**src/acdb_pkg.sv**
```systemverilog
// constants shared by the audio clock divider bank
// assumes a 32-bit classic Wishbone slave port, registers on byte address 4*index
// What this block does
// RULE1: dsp clock is source clock divided by seven-bit field plus one, 1 to 128.
// RULE2: converter clock is source clock divided by field plus one; zero divides by one.
// RULE3: pump clock is source clock divided by field plus one, range 1 to 128.
// RULE4: oversampling clock is source clock divided by field plus one, range 1 to 128.
// RULE5: in auto set mode the four source dividers use built-in ratios instead.
// RULE6: master bit clock is mclk divided by seven-bit field plus one, 1 to 128.
// RULE7: master frame clock is bit clock divided by eight-bit field plus one, 1 to 256.
// RULE8: interpolation bit clear selects 8x, set selects 16x.
// RULE9: software sets speed mode to the sample rate; ignored in auto set mode.
// RULE10: disable bit turns auto set off; software then programs every divider itself.
// RULE11: reserved top bit of each seven-bit divider register reads zero and ignores writes.
package acdb_pkg;
    localparam int REG_W = 8;
    localparam int DIV_W = 7;
    localparam int FRAME_W = 8;
    localparam int RATE_W = 3;
    localparam int WB_ADR_W = 10;
    localparam int WB_DAT_W = 32;
    localparam int IDX_W = 8;

    // register indices; byte address is four times the index
    localparam logic [IDX_W-1:0] IDX_DSP_DIV = 8'h1B;
    localparam logic [IDX_W-1:0] IDX_CONVERTER_DIV = 8'h1C;
    localparam logic [IDX_W-1:0] IDX_PUMP_DIV = 8'h1D;
    localparam logic [IDX_W-1:0] IDX_OVERSAMPLE_DIV = 8'h1E;
    localparam logic [IDX_W-1:0] IDX_MASTER_BIT_DIV = 8'h20;
    localparam logic [IDX_W-1:0] IDX_MASTER_FRAME_DIV = 8'h21;
    localparam logic [IDX_W-1:0] IDX_INTERP_SPEED = 8'h22;
    localparam logic [IDX_W-1:0] IDX_MASTER_MODE = 8'h24;
    localparam logic [IDX_W-1:0] IDX_AUTOSET_CTRL = 8'h25;
    localparam logic [IDX_W-1:0] IDX_STATUS = 8'h26;

    // reset values of the stored fields
    localparam logic [DIV_W-1:0] RST_DSP_DIV = 7'h00;
    localparam logic [DIV_W-1:0] RST_CONVERTER_DIV = 7'h01;
    localparam logic [DIV_W-1:0] RST_PUMP_DIV = 7'h01;
    localparam logic [DIV_W-1:0] RST_OVERSAMPLE_DIV = 7'h01;
    localparam logic [DIV_W-1:0] RST_MASTER_BIT_DIV = 7'h00;
    localparam logic [FRAME_W-1:0] RST_MASTER_FRAME_DIV = 8'h00;
    localparam logic RST_INTERP_X16 = 1'b0;
    localparam logic [RATE_W-1:0] RST_RATE_SPEED = 3'h0;
    localparam logic RST_MASTER_MODE = 1'b0;
    localparam logic RST_AUTOSET_DISABLE = 1'b0;

    // field positions
    localparam int INTERP_X16_BIT = 4;
    localparam int RATE_SPEED_LSB = 0;
    localparam int MASTER_MODE_BIT = 0;
    localparam int AUTOSET_DISABLE_BIT = 1;

    // ratios used while auto set mode is active
    localparam logic [DIV_W-1:0] AUTO_DSP_DIV = 7'h01;
    localparam logic [DIV_W-1:0] AUTO_CONVERTER_DIV = 7'h0F;
    localparam logic [DIV_W-1:0] AUTO_PUMP_DIV = 7'h03;
    localparam logic [DIV_W-1:0] AUTO_OVERSAMPLE_DIV = 7'h0F;
    localparam logic [RATE_W-1:0] AUTO_RATE_SPEED = 3'h0;
endpackage

```
**src/acdb_edge_sync.sv**
```systemverilog
// two-flop synchroniser with rising edge detect for a clock arriving on a pin
// assumes the pin toggles slower than half the system clock rate
module acdb_edge_sync (
    input wire logic clock,
    input wire logic sys_rst,
    input wire logic rawIn,
    output logic levelOut,
    output logic riseOut
);
    logic firstStage;
    logic secondStage;
    logic thirdStage;

    always_ff @(posedge clock) begin
        if (sys_rst) begin
            firstStage <= 1'b0;
            secondStage <= 1'b0;
            thirdStage <= 1'b0;
        end else begin
            firstStage <= rawIn;
            secondStage <= firstStage;
            thirdStage <= secondStage;
        end
    end

    assign levelOut = secondStage;
    assign riseOut = secondStage & ~thirdStage;
endmodule // acdb_edge_sync

```
**src/acdb_clk_div.sv**
```systemverilog
// divide-by-(value+1) counter stepped by rising edges of a sampled clock
// assumes edgeTick is a one-cycle pulse per input rising edge, levelIn its level
module acdb_clk_div #(
    parameter int W = 7
) (
    input wire logic clock,
    input wire logic sys_rst,
    input wire logic enable,
    input wire logic restart,
    input wire logic edgeTick,
    input wire logic levelIn,
    input wire logic [W-1:0] divValue,
    output logic clkOut,
    output logic tickOut
);
    logic [W-1:0] cnt_reg;
    logic [W-1:0] cnt_next;
    logic bypass;

    assign bypass = (divValue == '0);

    always_comb begin
        if (cnt_reg >= divValue) begin
            cnt_next = '0;
        end else begin
            cnt_next = W'(cnt_reg + 1'b1);
        end
    end

    always_ff @(posedge clock) begin
        if (sys_rst || !enable || restart) begin
            // all ones: the first input edge wraps to zero and opens a full period
            cnt_reg <= '1;
        end else if (edgeTick) begin
            cnt_reg <= cnt_next;
        end
    end

    // high for the first half of each period, low for the rest
    always_ff @(posedge clock) begin
        if (sys_rst || !enable || restart) begin
            clkOut <= 1'b0;
        end else if (bypass) begin
            clkOut <= levelIn;
        end else if (edgeTick) begin
            clkOut <= (cnt_next <= (divValue >> 1));
        end
    end

    // marks each rising edge of clkOut
    always_ff @(posedge clock) begin
        if (sys_rst || !enable || restart) begin
            tickOut <= 1'b0;
        end else begin
            tickOut <= edgeTick && (bypass || (cnt_next == '0));
        end
    end
endmodule // acdb_clk_div

```
**src/acdb_top.sv**
```systemverilog
// audio clock divider bank with a classic Wishbone register slave
// assumes source clock and mclk arrive on pins, each below half the system clock
module acdb_top #(
    parameter logic [acdb_pkg::DIV_W-1:0] AUTO_DSP = acdb_pkg::AUTO_DSP_DIV,
    parameter logic [acdb_pkg::DIV_W-1:0] AUTO_CONVERTER = acdb_pkg::AUTO_CONVERTER_DIV,
    parameter logic [acdb_pkg::DIV_W-1:0] AUTO_PUMP = acdb_pkg::AUTO_PUMP_DIV,
    parameter logic [acdb_pkg::DIV_W-1:0] AUTO_OVERSAMPLE = acdb_pkg::AUTO_OVERSAMPLE_DIV,
    parameter logic [acdb_pkg::RATE_W-1:0] AUTO_RATE = acdb_pkg::AUTO_RATE_SPEED
) (
    input wire logic clock,
    input wire logic sys_rst,
    input wire logic wbCyc,
    input wire logic wbStb,
    input wire logic wbWe,
    input wire logic [acdb_pkg::WB_ADR_W-1:0] wbAdr,
    input wire logic [3:0] wbSel,
    input wire logic [acdb_pkg::WB_DAT_W-1:0] wbDatIn,
    output logic [acdb_pkg::WB_DAT_W-1:0] wbDatOut,
    output logic wbAck,
    input wire logic sourceClkIn,
    input wire logic mclkIn,
    output logic dspClk,
    output logic converterClk,
    output logic pumpClk,
    output logic oversampleClk,
    output logic masterBitClk,
    output logic masterFrameClk,
    output logic interpX16Select,
    output logic [acdb_pkg::RATE_W-1:0] rateSpeedSelect,
    output logic autosetActive
);
    logic [acdb_pkg::DIV_W-1:0] dspDivValue_reg;
    logic [acdb_pkg::DIV_W-1:0] converterDivValue_reg;
    logic [acdb_pkg::DIV_W-1:0] pumpDivValue_reg;
    logic [acdb_pkg::DIV_W-1:0] oversampleDivValue_reg;
    logic [acdb_pkg::DIV_W-1:0] masterBitclkDivValue_reg;
    logic [acdb_pkg::FRAME_W-1:0] masterFrameclkDivValue_reg;
    logic interpX16Select_reg;
    logic [acdb_pkg::RATE_W-1:0] rateSpeedSelect_reg;
    logic masterMode_reg;
    logic autosetDisable_reg;

    logic [acdb_pkg::IDX_W-1:0] regIndex;
    logic busReq;
    logic wrEn;
    logic [acdb_pkg::REG_W-1:0] wrByte;
    logic [acdb_pkg::REG_W-1:0] rdByte;

    logic wrDsp;
    logic wrConverter;
    logic wrPump;
    logic wrOversample;
    logic wrMasterBit;
    logic wrMasterFrame;
    logic wrInterp;
    logic wrMasterMode;
    logic wrAutoset;

    logic autoMode;
    logic [acdb_pkg::DIV_W-1:0] dspDivEff;
    logic [acdb_pkg::DIV_W-1:0] converterDivEff;
    logic [acdb_pkg::DIV_W-1:0] pumpDivEff;
    logic [acdb_pkg::DIV_W-1:0] oversampleDivEff;
    logic [acdb_pkg::RATE_W-1:0] rateSpeedEff;

    logic srcLevel;
    logic srcRise;
    logic mclkLevel;
    logic mclkRise;
    logic bitTick;
    logic srcRestart;

    // ---------------- bus slave ----------------
    // one request per access; ack rises one cycle after the request is seen
    assign regIndex = wbAdr[acdb_pkg::WB_ADR_W-1:2];
    assign busReq = wbCyc && wbStb && !wbAck;
    assign wrEn = busReq && wbWe && wbSel[0];
    assign wrByte = wbDatIn[acdb_pkg::REG_W-1:0];

    assign wrDsp = wrEn && (regIndex == acdb_pkg::IDX_DSP_DIV);
    assign wrConverter = wrEn && (regIndex == acdb_pkg::IDX_CONVERTER_DIV);
    assign wrPump = wrEn && (regIndex == acdb_pkg::IDX_PUMP_DIV);
    assign wrOversample = wrEn && (regIndex == acdb_pkg::IDX_OVERSAMPLE_DIV);
    assign wrMasterBit = wrEn && (regIndex == acdb_pkg::IDX_MASTER_BIT_DIV);
    assign wrMasterFrame = wrEn && (regIndex == acdb_pkg::IDX_MASTER_FRAME_DIV);
    assign wrInterp = wrEn && (regIndex == acdb_pkg::IDX_INTERP_SPEED);
    assign wrMasterMode = wrEn && (regIndex == acdb_pkg::IDX_MASTER_MODE);
    assign wrAutoset = wrEn && (regIndex == acdb_pkg::IDX_AUTOSET_CTRL);

    always_ff @(posedge clock) begin
        if (sys_rst) begin
            wbAck <= 1'b0;
        end else begin
            wbAck <= busReq;
        end
    end

    // unmapped indices read zero and writes to them are dropped
    always_comb begin
        rdByte = 8'h00;
        case (regIndex)
            acdb_pkg::IDX_DSP_DIV: begin
                rdByte = {1'b0, dspDivValue_reg}; // [RULE11]
            end
            acdb_pkg::IDX_CONVERTER_DIV: begin
                rdByte = {1'b0, converterDivValue_reg}; // [RULE11]
            end
            acdb_pkg::IDX_PUMP_DIV: begin
                rdByte = {1'b0, pumpDivValue_reg}; // [RULE11]
            end
            acdb_pkg::IDX_OVERSAMPLE_DIV: begin
                rdByte = {1'b0, oversampleDivValue_reg}; // [RULE11]
            end
            acdb_pkg::IDX_MASTER_BIT_DIV: begin
                rdByte = {1'b0, masterBitclkDivValue_reg}; // [RULE11]
            end
            acdb_pkg::IDX_MASTER_FRAME_DIV: begin
                rdByte = masterFrameclkDivValue_reg;
            end
            acdb_pkg::IDX_INTERP_SPEED: begin
                rdByte[acdb_pkg::INTERP_X16_BIT] = interpX16Select_reg;
                rdByte[acdb_pkg::RATE_SPEED_LSB +: acdb_pkg::RATE_W] = rateSpeedSelect_reg;
            end
            acdb_pkg::IDX_MASTER_MODE: begin
                rdByte[acdb_pkg::MASTER_MODE_BIT] = masterMode_reg;
            end
            acdb_pkg::IDX_AUTOSET_CTRL: begin
                rdByte[acdb_pkg::AUTOSET_DISABLE_BIT] = autosetDisable_reg;
            end
            acdb_pkg::IDX_STATUS: begin
                rdByte = {masterFrameClk, masterBitClk, oversampleClk, pumpClk,
                          converterClk, dspClk, masterMode_reg, autoMode};
            end
            default: begin
                rdByte = 8'h00;
            end
        endcase
    end

    always_ff @(posedge clock) begin
        if (sys_rst) begin
            wbDatOut <= 32'h0000_0000;
        end else if (busReq && !wbWe) begin
            wbDatOut <= {24'h00_0000, rdByte};
        end
    end

    // ---------------- registers ----------------
    // bit 7 of each seven-bit divider is never stored
    always_ff @(posedge clock) begin
        if (sys_rst) begin
            dspDivValue_reg <= acdb_pkg::RST_DSP_DIV;
        end else if (wrDsp) begin
            dspDivValue_reg <= wrByte[acdb_pkg::DIV_W-1:0]; // [RULE11]
        end
    end

    always_ff @(posedge clock) begin
        if (sys_rst) begin
            converterDivValue_reg <= acdb_pkg::RST_CONVERTER_DIV;
        end else if (wrConverter) begin
            converterDivValue_reg <= wrByte[acdb_pkg::DIV_W-1:0]; // [RULE11]
        end
    end

    always_ff @(posedge clock) begin
        if (sys_rst) begin
            pumpDivValue_reg <= acdb_pkg::RST_PUMP_DIV;
        end else if (wrPump) begin
            pumpDivValue_reg <= wrByte[acdb_pkg::DIV_W-1:0]; // [RULE11]
        end
    end

    always_ff @(posedge clock) begin
        if (sys_rst) begin
            oversampleDivValue_reg <= acdb_pkg::RST_OVERSAMPLE_DIV;
        end else if (wrOversample) begin
            oversampleDivValue_reg <= wrByte[acdb_pkg::DIV_W-1:0]; // [RULE11]
        end
    end

    always_ff @(posedge clock) begin
        if (sys_rst) begin
            masterBitclkDivValue_reg <= acdb_pkg::RST_MASTER_BIT_DIV;
        end else if (wrMasterBit) begin
            masterBitclkDivValue_reg <= wrByte[acdb_pkg::DIV_W-1:0]; // [RULE11]
        end
    end

    always_ff @(posedge clock) begin
        if (sys_rst) begin
            masterFrameclkDivValue_reg <= acdb_pkg::RST_MASTER_FRAME_DIV;
        end else if (wrMasterFrame) begin
            masterFrameclkDivValue_reg <= wrByte;
        end
    end

    always_ff @(posedge clock) begin
        if (sys_rst) begin
            interpX16Select_reg <= acdb_pkg::RST_INTERP_X16;
            rateSpeedSelect_reg <= acdb_pkg::RST_RATE_SPEED;
        end else if (wrInterp) begin
            interpX16Select_reg <= wrByte[acdb_pkg::INTERP_X16_BIT];
            rateSpeedSelect_reg <= wrByte[acdb_pkg::RATE_SPEED_LSB +: acdb_pkg::RATE_W];
        end
    end

    always_ff @(posedge clock) begin
        if (sys_rst) begin
            masterMode_reg <= acdb_pkg::RST_MASTER_MODE;
        end else if (wrMasterMode) begin
            masterMode_reg <= wrByte[acdb_pkg::MASTER_MODE_BIT];
        end
    end

    always_ff @(posedge clock) begin
        if (sys_rst) begin
            autosetDisable_reg <= acdb_pkg::RST_AUTOSET_DISABLE;
        end else if (wrAutoset) begin
            autosetDisable_reg <= wrByte[acdb_pkg::AUTOSET_DISABLE_BIT]; // [RULE10]
        end
    end

    // ---------------- effective ratios ----------------
    assign autoMode = !autosetDisable_reg; // [RULE10]
    assign dspDivEff = autoMode ? AUTO_DSP : dspDivValue_reg; // [RULE5]
    assign converterDivEff = autoMode ? AUTO_CONVERTER : converterDivValue_reg; // [RULE5]
    assign pumpDivEff = autoMode ? AUTO_PUMP : pumpDivValue_reg; // [RULE5]
    assign oversampleDivEff = autoMode ? AUTO_OVERSAMPLE : oversampleDivValue_reg; // [RULE5]
    assign rateSpeedEff = autoMode ? AUTO_RATE : rateSpeedSelect_reg; // [RULE9]

    // a mode change realigns all source dividers at once
    assign srcRestart = wrAutoset;

    always_ff @(posedge clock) begin
        if (sys_rst) begin
            interpX16Select <= acdb_pkg::RST_INTERP_X16;
            rateSpeedSelect <= acdb_pkg::RST_RATE_SPEED;
            autosetActive <= 1'b1;
        end else begin
            interpX16Select <= interpX16Select_reg; // [RULE8]
            rateSpeedSelect <= rateSpeedEff; // [RULE9]
            autosetActive <= autoMode;
        end
    end

    // ---------------- clock inputs ----------------
    acdb_edge_sync u_src_sync (
        .clock(clock),
        .sys_rst(sys_rst),
        .rawIn(sourceClkIn),
        .levelOut(srcLevel),
        .riseOut(srcRise)
    );

    acdb_edge_sync u_mclk_sync (
        .clock(clock),
        .sys_rst(sys_rst),
        .rawIn(mclkIn),
        .levelOut(mclkLevel),
        .riseOut(mclkRise)
    );

    // ---------------- source clock dividers ----------------
    // rewriting a divider restarts it so the new ratio starts on a clean period
    acdb_clk_div #(.W(acdb_pkg::DIV_W)) u_dsp_div (
        .clock(clock),
        .sys_rst(sys_rst),
        .enable(1'b1),
        .restart(srcRestart || wrDsp),
        .edgeTick(srcRise),
        .levelIn(srcLevel),
        .divValue(dspDivEff), // [RULE1]
        .clkOut(dspClk),
        .tickOut()
    );

    acdb_clk_div #(.W(acdb_pkg::DIV_W)) u_converter_div (
        .clock(clock),
        .sys_rst(sys_rst),
        .enable(1'b1),
        .restart(srcRestart || wrConverter),
        .edgeTick(srcRise),
        .levelIn(srcLevel),
        .divValue(converterDivEff), // [RULE2]
        .clkOut(converterClk),
        .tickOut()
    );

    acdb_clk_div #(.W(acdb_pkg::DIV_W)) u_pump_div (
        .clock(clock),
        .sys_rst(sys_rst),
        .enable(1'b1),
        .restart(srcRestart || wrPump),
        .edgeTick(srcRise),
        .levelIn(srcLevel),
        .divValue(pumpDivEff), // [RULE3]
        .clkOut(pumpClk),
        .tickOut()
    );

    acdb_clk_div #(.W(acdb_pkg::DIV_W)) u_oversample_div (
        .clock(clock),
        .sys_rst(sys_rst),
        .enable(1'b1),
        .restart(srcRestart || wrOversample),
        .edgeTick(srcRise),
        .levelIn(srcLevel),
        .divValue(oversampleDivEff), // [RULE4]
        .clkOut(oversampleClk),
        .tickOut()
    );

    // ---------------- master bit and frame clocks ----------------
    // both held low outside master mode; frame follows bit clock edges
    acdb_clk_div #(.W(acdb_pkg::DIV_W)) u_bit_div (
        .clock(clock),
        .sys_rst(sys_rst),
        .enable(masterMode_reg),
        .restart(wrMasterBit),
        .edgeTick(mclkRise),
        .levelIn(mclkLevel),
        .divValue(masterBitclkDivValue_reg), // [RULE6]
        .clkOut(masterBitClk),
        .tickOut(bitTick)
    );

    acdb_clk_div #(.W(acdb_pkg::FRAME_W)) u_frame_div (
        .clock(clock),
        .sys_rst(sys_rst),
        .enable(masterMode_reg),
        .restart(wrMasterBit || wrMasterFrame),
        .edgeTick(bitTick),
        .levelIn(masterBitClk),
        .divValue(masterFrameclkDivValue_reg), // [RULE7]
        .clkOut(masterFrameClk),
        .tickOut()
    );
endmodule // acdb_top

```
**config.mk**
```make
export PLATFORM = sky130hd
export DESIGN_NAME = acdb_top
export DESIGN_NICKNAME = d
export VERILOG_FILES = /design/src/acdb_pkg.sv /design/src/acdb_edge_sync.sv /design/src/acdb_clk_div.sv /design/src/acdb_top.sv
export SDC_FILE = /design/constraint.sdc
export NUM_CORES = 1
export LEC_CHECK = 0
export BUFFER_PORTS_ARGS = -buffer_cell sky130_fd_sc_hd__buf_2
export CORE_ASPECT_RATIO = 2
export CORE_MARGIN = 5
export CORE_UTILIZATION = 53
export CTS_BUF_LIST = sky130_fd_sc_hd__clkbuf_2
export CTS_CLUSTER_SIZE = 30
export DETAILED_ROUTE_END_ITERATION = 16
export GPL_TIMING_DRIVEN = 0
export PLACE_DENSITY = 0.74
export SLEW_MARGIN = 20
export SYNTH_ARGS = -nofsm -noshare
export SYNTH_HDL_FRONTEND = slang
export SYNTH_SLANG_ARGS = --single-unit
```
**constraint.sdc**
```tcl
create_clock -name clock -period 4.2 [get_ports clock]
set_input_delay 0.63 -clock clock [delete_from_list [all_inputs] [get_ports clock]]
set_output_delay 0.63 -clock clock [all_outputs]
set_load 0.02 [all_outputs]
```
==> impl_metrics.py <==
metrics = {
    "run_status": {
        "status": "completed",
    },
    "placed_design": {
        "io_buffers": 40,
        "place_area_um2": 8540,
        "pre_cts_slack_ns": -0.168,
        "hpwl_mm": 19.0,
        "gp_congestion": 1.02,
        "dp.cells": 1248,
    },
    "sta": {
        "fin_skew_ns": 0.0421,
        "fin_crit_sh_pct": 92.8,
        "rsz0062_at_grt": "false",
        "maxSlewHeadroom_pct": 35.0,
        "drv_slew": 0,
        "worst_pin_slew_ns": 0.963,
        "hold_viol": 0,
        "timing.final.crit_period_ns": 3.90,
        "tns_ns": 0,
        "setup_viol": 0,
        "setup_ws_ns": 0.303,
        "fmax_ghz": 0.257,
    },
    "grt": {
        "grt_pass1_wl_mm": 38.6,
        "use_met2_pct": 52.2,
        "antenna_found_initial": 1,
        "grt-ovfl-total": 0,
        "grt_use_met3_pct": 5.09,
        "grt_max_degree": 17,
        "use_met1_pct": 25.5,
        "grt_use_total_pct": 27.3,
        "grt_pass1_vias": 7622,
        "grt_busiest_layer": "met2",
    },
    "route": {
        "via_per_inst": 6.05,
        "postRouteAntennaNets": 0,
        "wire_per_inst_um": 18.9,
        "vias": 7738,
        "drt-pass1-iter-count": 7,
        "drc": 0,
        "drt_iter0_drc": 430,
        "wirelength_mm": 24.2,
    },
    "setup_path": {
        "path_max_fanout": 13,
        "cp.required_ns": 4.88,
        "startpoint_type": "flop",
        "crit_path_end_kind": "flop",
        "cp.arrival_ns": 4.58,
        "critPathTopFamily": "compound AO/OA/AOI/OAI gates",
        "crit_buf_inv": 2,
        "path_cells": "clkbuf_2 -> buf_2 -> nand2_1 -> ha_1 -> nand2_1 -> o21ai_0 -> a21o_1 -> nor2_1 -> ha_1 -> and3_1 -> o21a_1 -> o211a_1 -> a2111oi_0 -> o21a_1",
        "cp_slowest_stage_delay_ns": 0.50,
        "critPathKind": "reg -> reg",
        "crit_slowest_cell": "dfxtp_1",
    },
    "clocking": {
        "clock_tree.buffer_depth": 2,
        "htreeDepth": 4,
        "ctsRootBufferMaster": "clkbuf_2",
        "clkSinkCount": 119,
        "postCtsSetupRepairBufs": 0,
        "tritoncts": "yes",
        "clock_latency_ns": 0.71,
        "cts.reportedPaths.clkPinSlew_ns": 0.21,
        "cts_made_buffers": 17,
    },
    "synth": {
        "ys_seq_elements": 119,
        "ys_seq_area_share_pct": 29.7,
        "netlist_instances": 990,
        "yosysWarnings": 0,
        "synth_edf_count": 0,
        "ys.flop_type": "dfxtp_1",
        "synth.avg_cell_area_um2": 8.09,
        "synth_cell_types": 69,
        "synth_async_sr_flop_share_pct": 0,
        "netlist_area_um2": 8010,
    },
    "hold_path": {
        "hp-class": "in -> reg",
    },
    "floorplan": {
        "start_util_pct": 54.1,
        "die_x_um": 97.0,
        "dieArea_um2": 17800,
        "die_h_um": 184,
        "io_pins": 97,
        "rows": 63,
        "core-area_um2": 14800,
    },
    "cells_and_area": {
        "fin_area_um2": 8860,
        "final_cells": 1280,
        "areaGrowthSynthToFinish_pct": 10.6,
        "nets": 1210,
        "drive_above_1_share_pct": 10.4,
    },
    "power_and_ir_drop": {
        "total_power_mw": 2.47,
        "ir_worst_vdd_mv": 0.154,
        "power-per-cell-area_nw_per_um2": 279,
        "leakage_nw": 3.71,
    },
    "run": {
        "drv_cap": 0,
    },
}
==> logic make-up after synthesis <==
group	synth area share [%]
xor+xnor	3.28
fa+ha+maj	13.4
buf+inv	6.43
other cells	0.0468
mux	3.26
flops	29.7
compound gates	20.3
simple gates	23.5
==> worst reg2reg max path, stage by stage, from the launching register on <==
cell       delay [ns]
dfxtp_1          0.50
clkbuf_2         0.30
buf_2            0.30
nand2_1          0.15
ha_1             0.32
nand2_1          0.06
o21ai_0          0.25
a21o_1           0.34
nor2_1           0.10
ha_1             0.33
and3_1           0.21
o21a_1           0.11
o211a_1          0.20
a2111oi_0        0.49
o21a_1           0.20
==> cells in the final DEF, fill, tap and decap left out, drive strengths merged, types with 6 or more instances in the layout <==
cell	count
and2	6
a22o	7
a21o	11
xnor2	24
nand4	14
mux2i	25
nor4	9
o21ai	42
clkinv	7
a221o	24
a21oi	64
bufinv	6
nand3	36
nor2b	36
a31oi	9
and3	25
clkbuf	54
inv	40
nor2	90
a211o	20
dfxtp	119
ha	86
xor2	6
buf	72
nor3	21
conb	24
a221oi	6
nand2	107
nand2b	20
==> final cells by class <==
cell class                      count  area [um2]
Sequential cell                   119        2380
Inverter                           40         150
Clock inverter                     15         233
Tap cell                          195         244
Clock buffer                       17        85.1
Antenna cell                        1        2.50
Timing Repair Buffer               40         200
Buffer                             69         365
Multi-Input combinational cell    784        5200
Fill cell                        1451        5950
==> layer usage <==
layer  part of all wire, %  routed length (um)  vias up
met4                   7.7                1870        0
met2                    54               13000      285
met1                    34                8180     3628
li1                      -                   -     3707
met3                   4.7                1150      118
met5                     0                   0        -
==> worst paths after layout <==
path / startpoint / slack (ns) / end / cells after the start
worst max-delay path: autosetDisable_reg / 0.30 / u_oversample_div.clkOut / 14
worst min-delay path: sourceClkIn / 0.14 / u_src_sync.firstStage / 2
worst max register to register: autosetDisable_reg / 0.30 / u_oversample_div.clkOut / 14
worst min register to register: u_src_sync.firstStage / 0.46 / u_src_sync.levelOut / 1
==> where the power goes <==
| group | leakage, nW | switching [mW] | internal (mW) |
|---|---|---|---|
| logic | 2.57 | 0.197 | 0.125 |
| registers | 0.966 | 0.0274 | 1.15 |
| clock network | 0.174 | 0.467 | 0.503 |
| total | 3.71 | 0.692 | 1.78 |
==> per-stage QoR <==
step / util (%) / hold slack (ns)
2_1_floorplan: - / 0.414
3_3_place_gp: 57.7 / 0.424
3_5_place_dp: 57.7 / 0.426
4_1_cts: 59.8 / 0.0896
5_1_grt: 59.8 / 0.0972
6_report: 59.8 / 0.139
==> what timing repair did <==
action | CTS | global route
endpoints found under the setup margin | 1 | 4
endpoints found under the hold margin | 0 | 0
gates resized for setup | 2 | 2
hold buffers | 0 | 0
==> cells in the mapped netlist (all sizes together) (5+ instances only) <==
library cell  instances  share of area (%)
nor2                 90                4.2
nor4                  9               0.70
a31oi                 9               0.70
a211o                20                2.3
and3                 25                2.0
a221oi                6               0.66
a221o                24                3.0
xnor2                24                2.6
nand3b                5               0.47
nand2b               20                1.6
clkbuf               38                1.8
xor2                  6               0.66
nand2               107                5.1
a32o                  5               0.62
a21oi                64                4.0
a21o                 11                1.0
nand4                14                1.1
dfxtp               119                 30
o211ai                5               0.47
nor3                 21                1.4
nand3                36                2.2
and2                  6               0.47
buf                  32                2.8
o21ai                42                2.6
ha                   86                 13
mux2i                25                3.1
a22o                  7               0.77
nor2b                36                2.8
inv                  40                1.9
(Power assumes the default switching activity.)
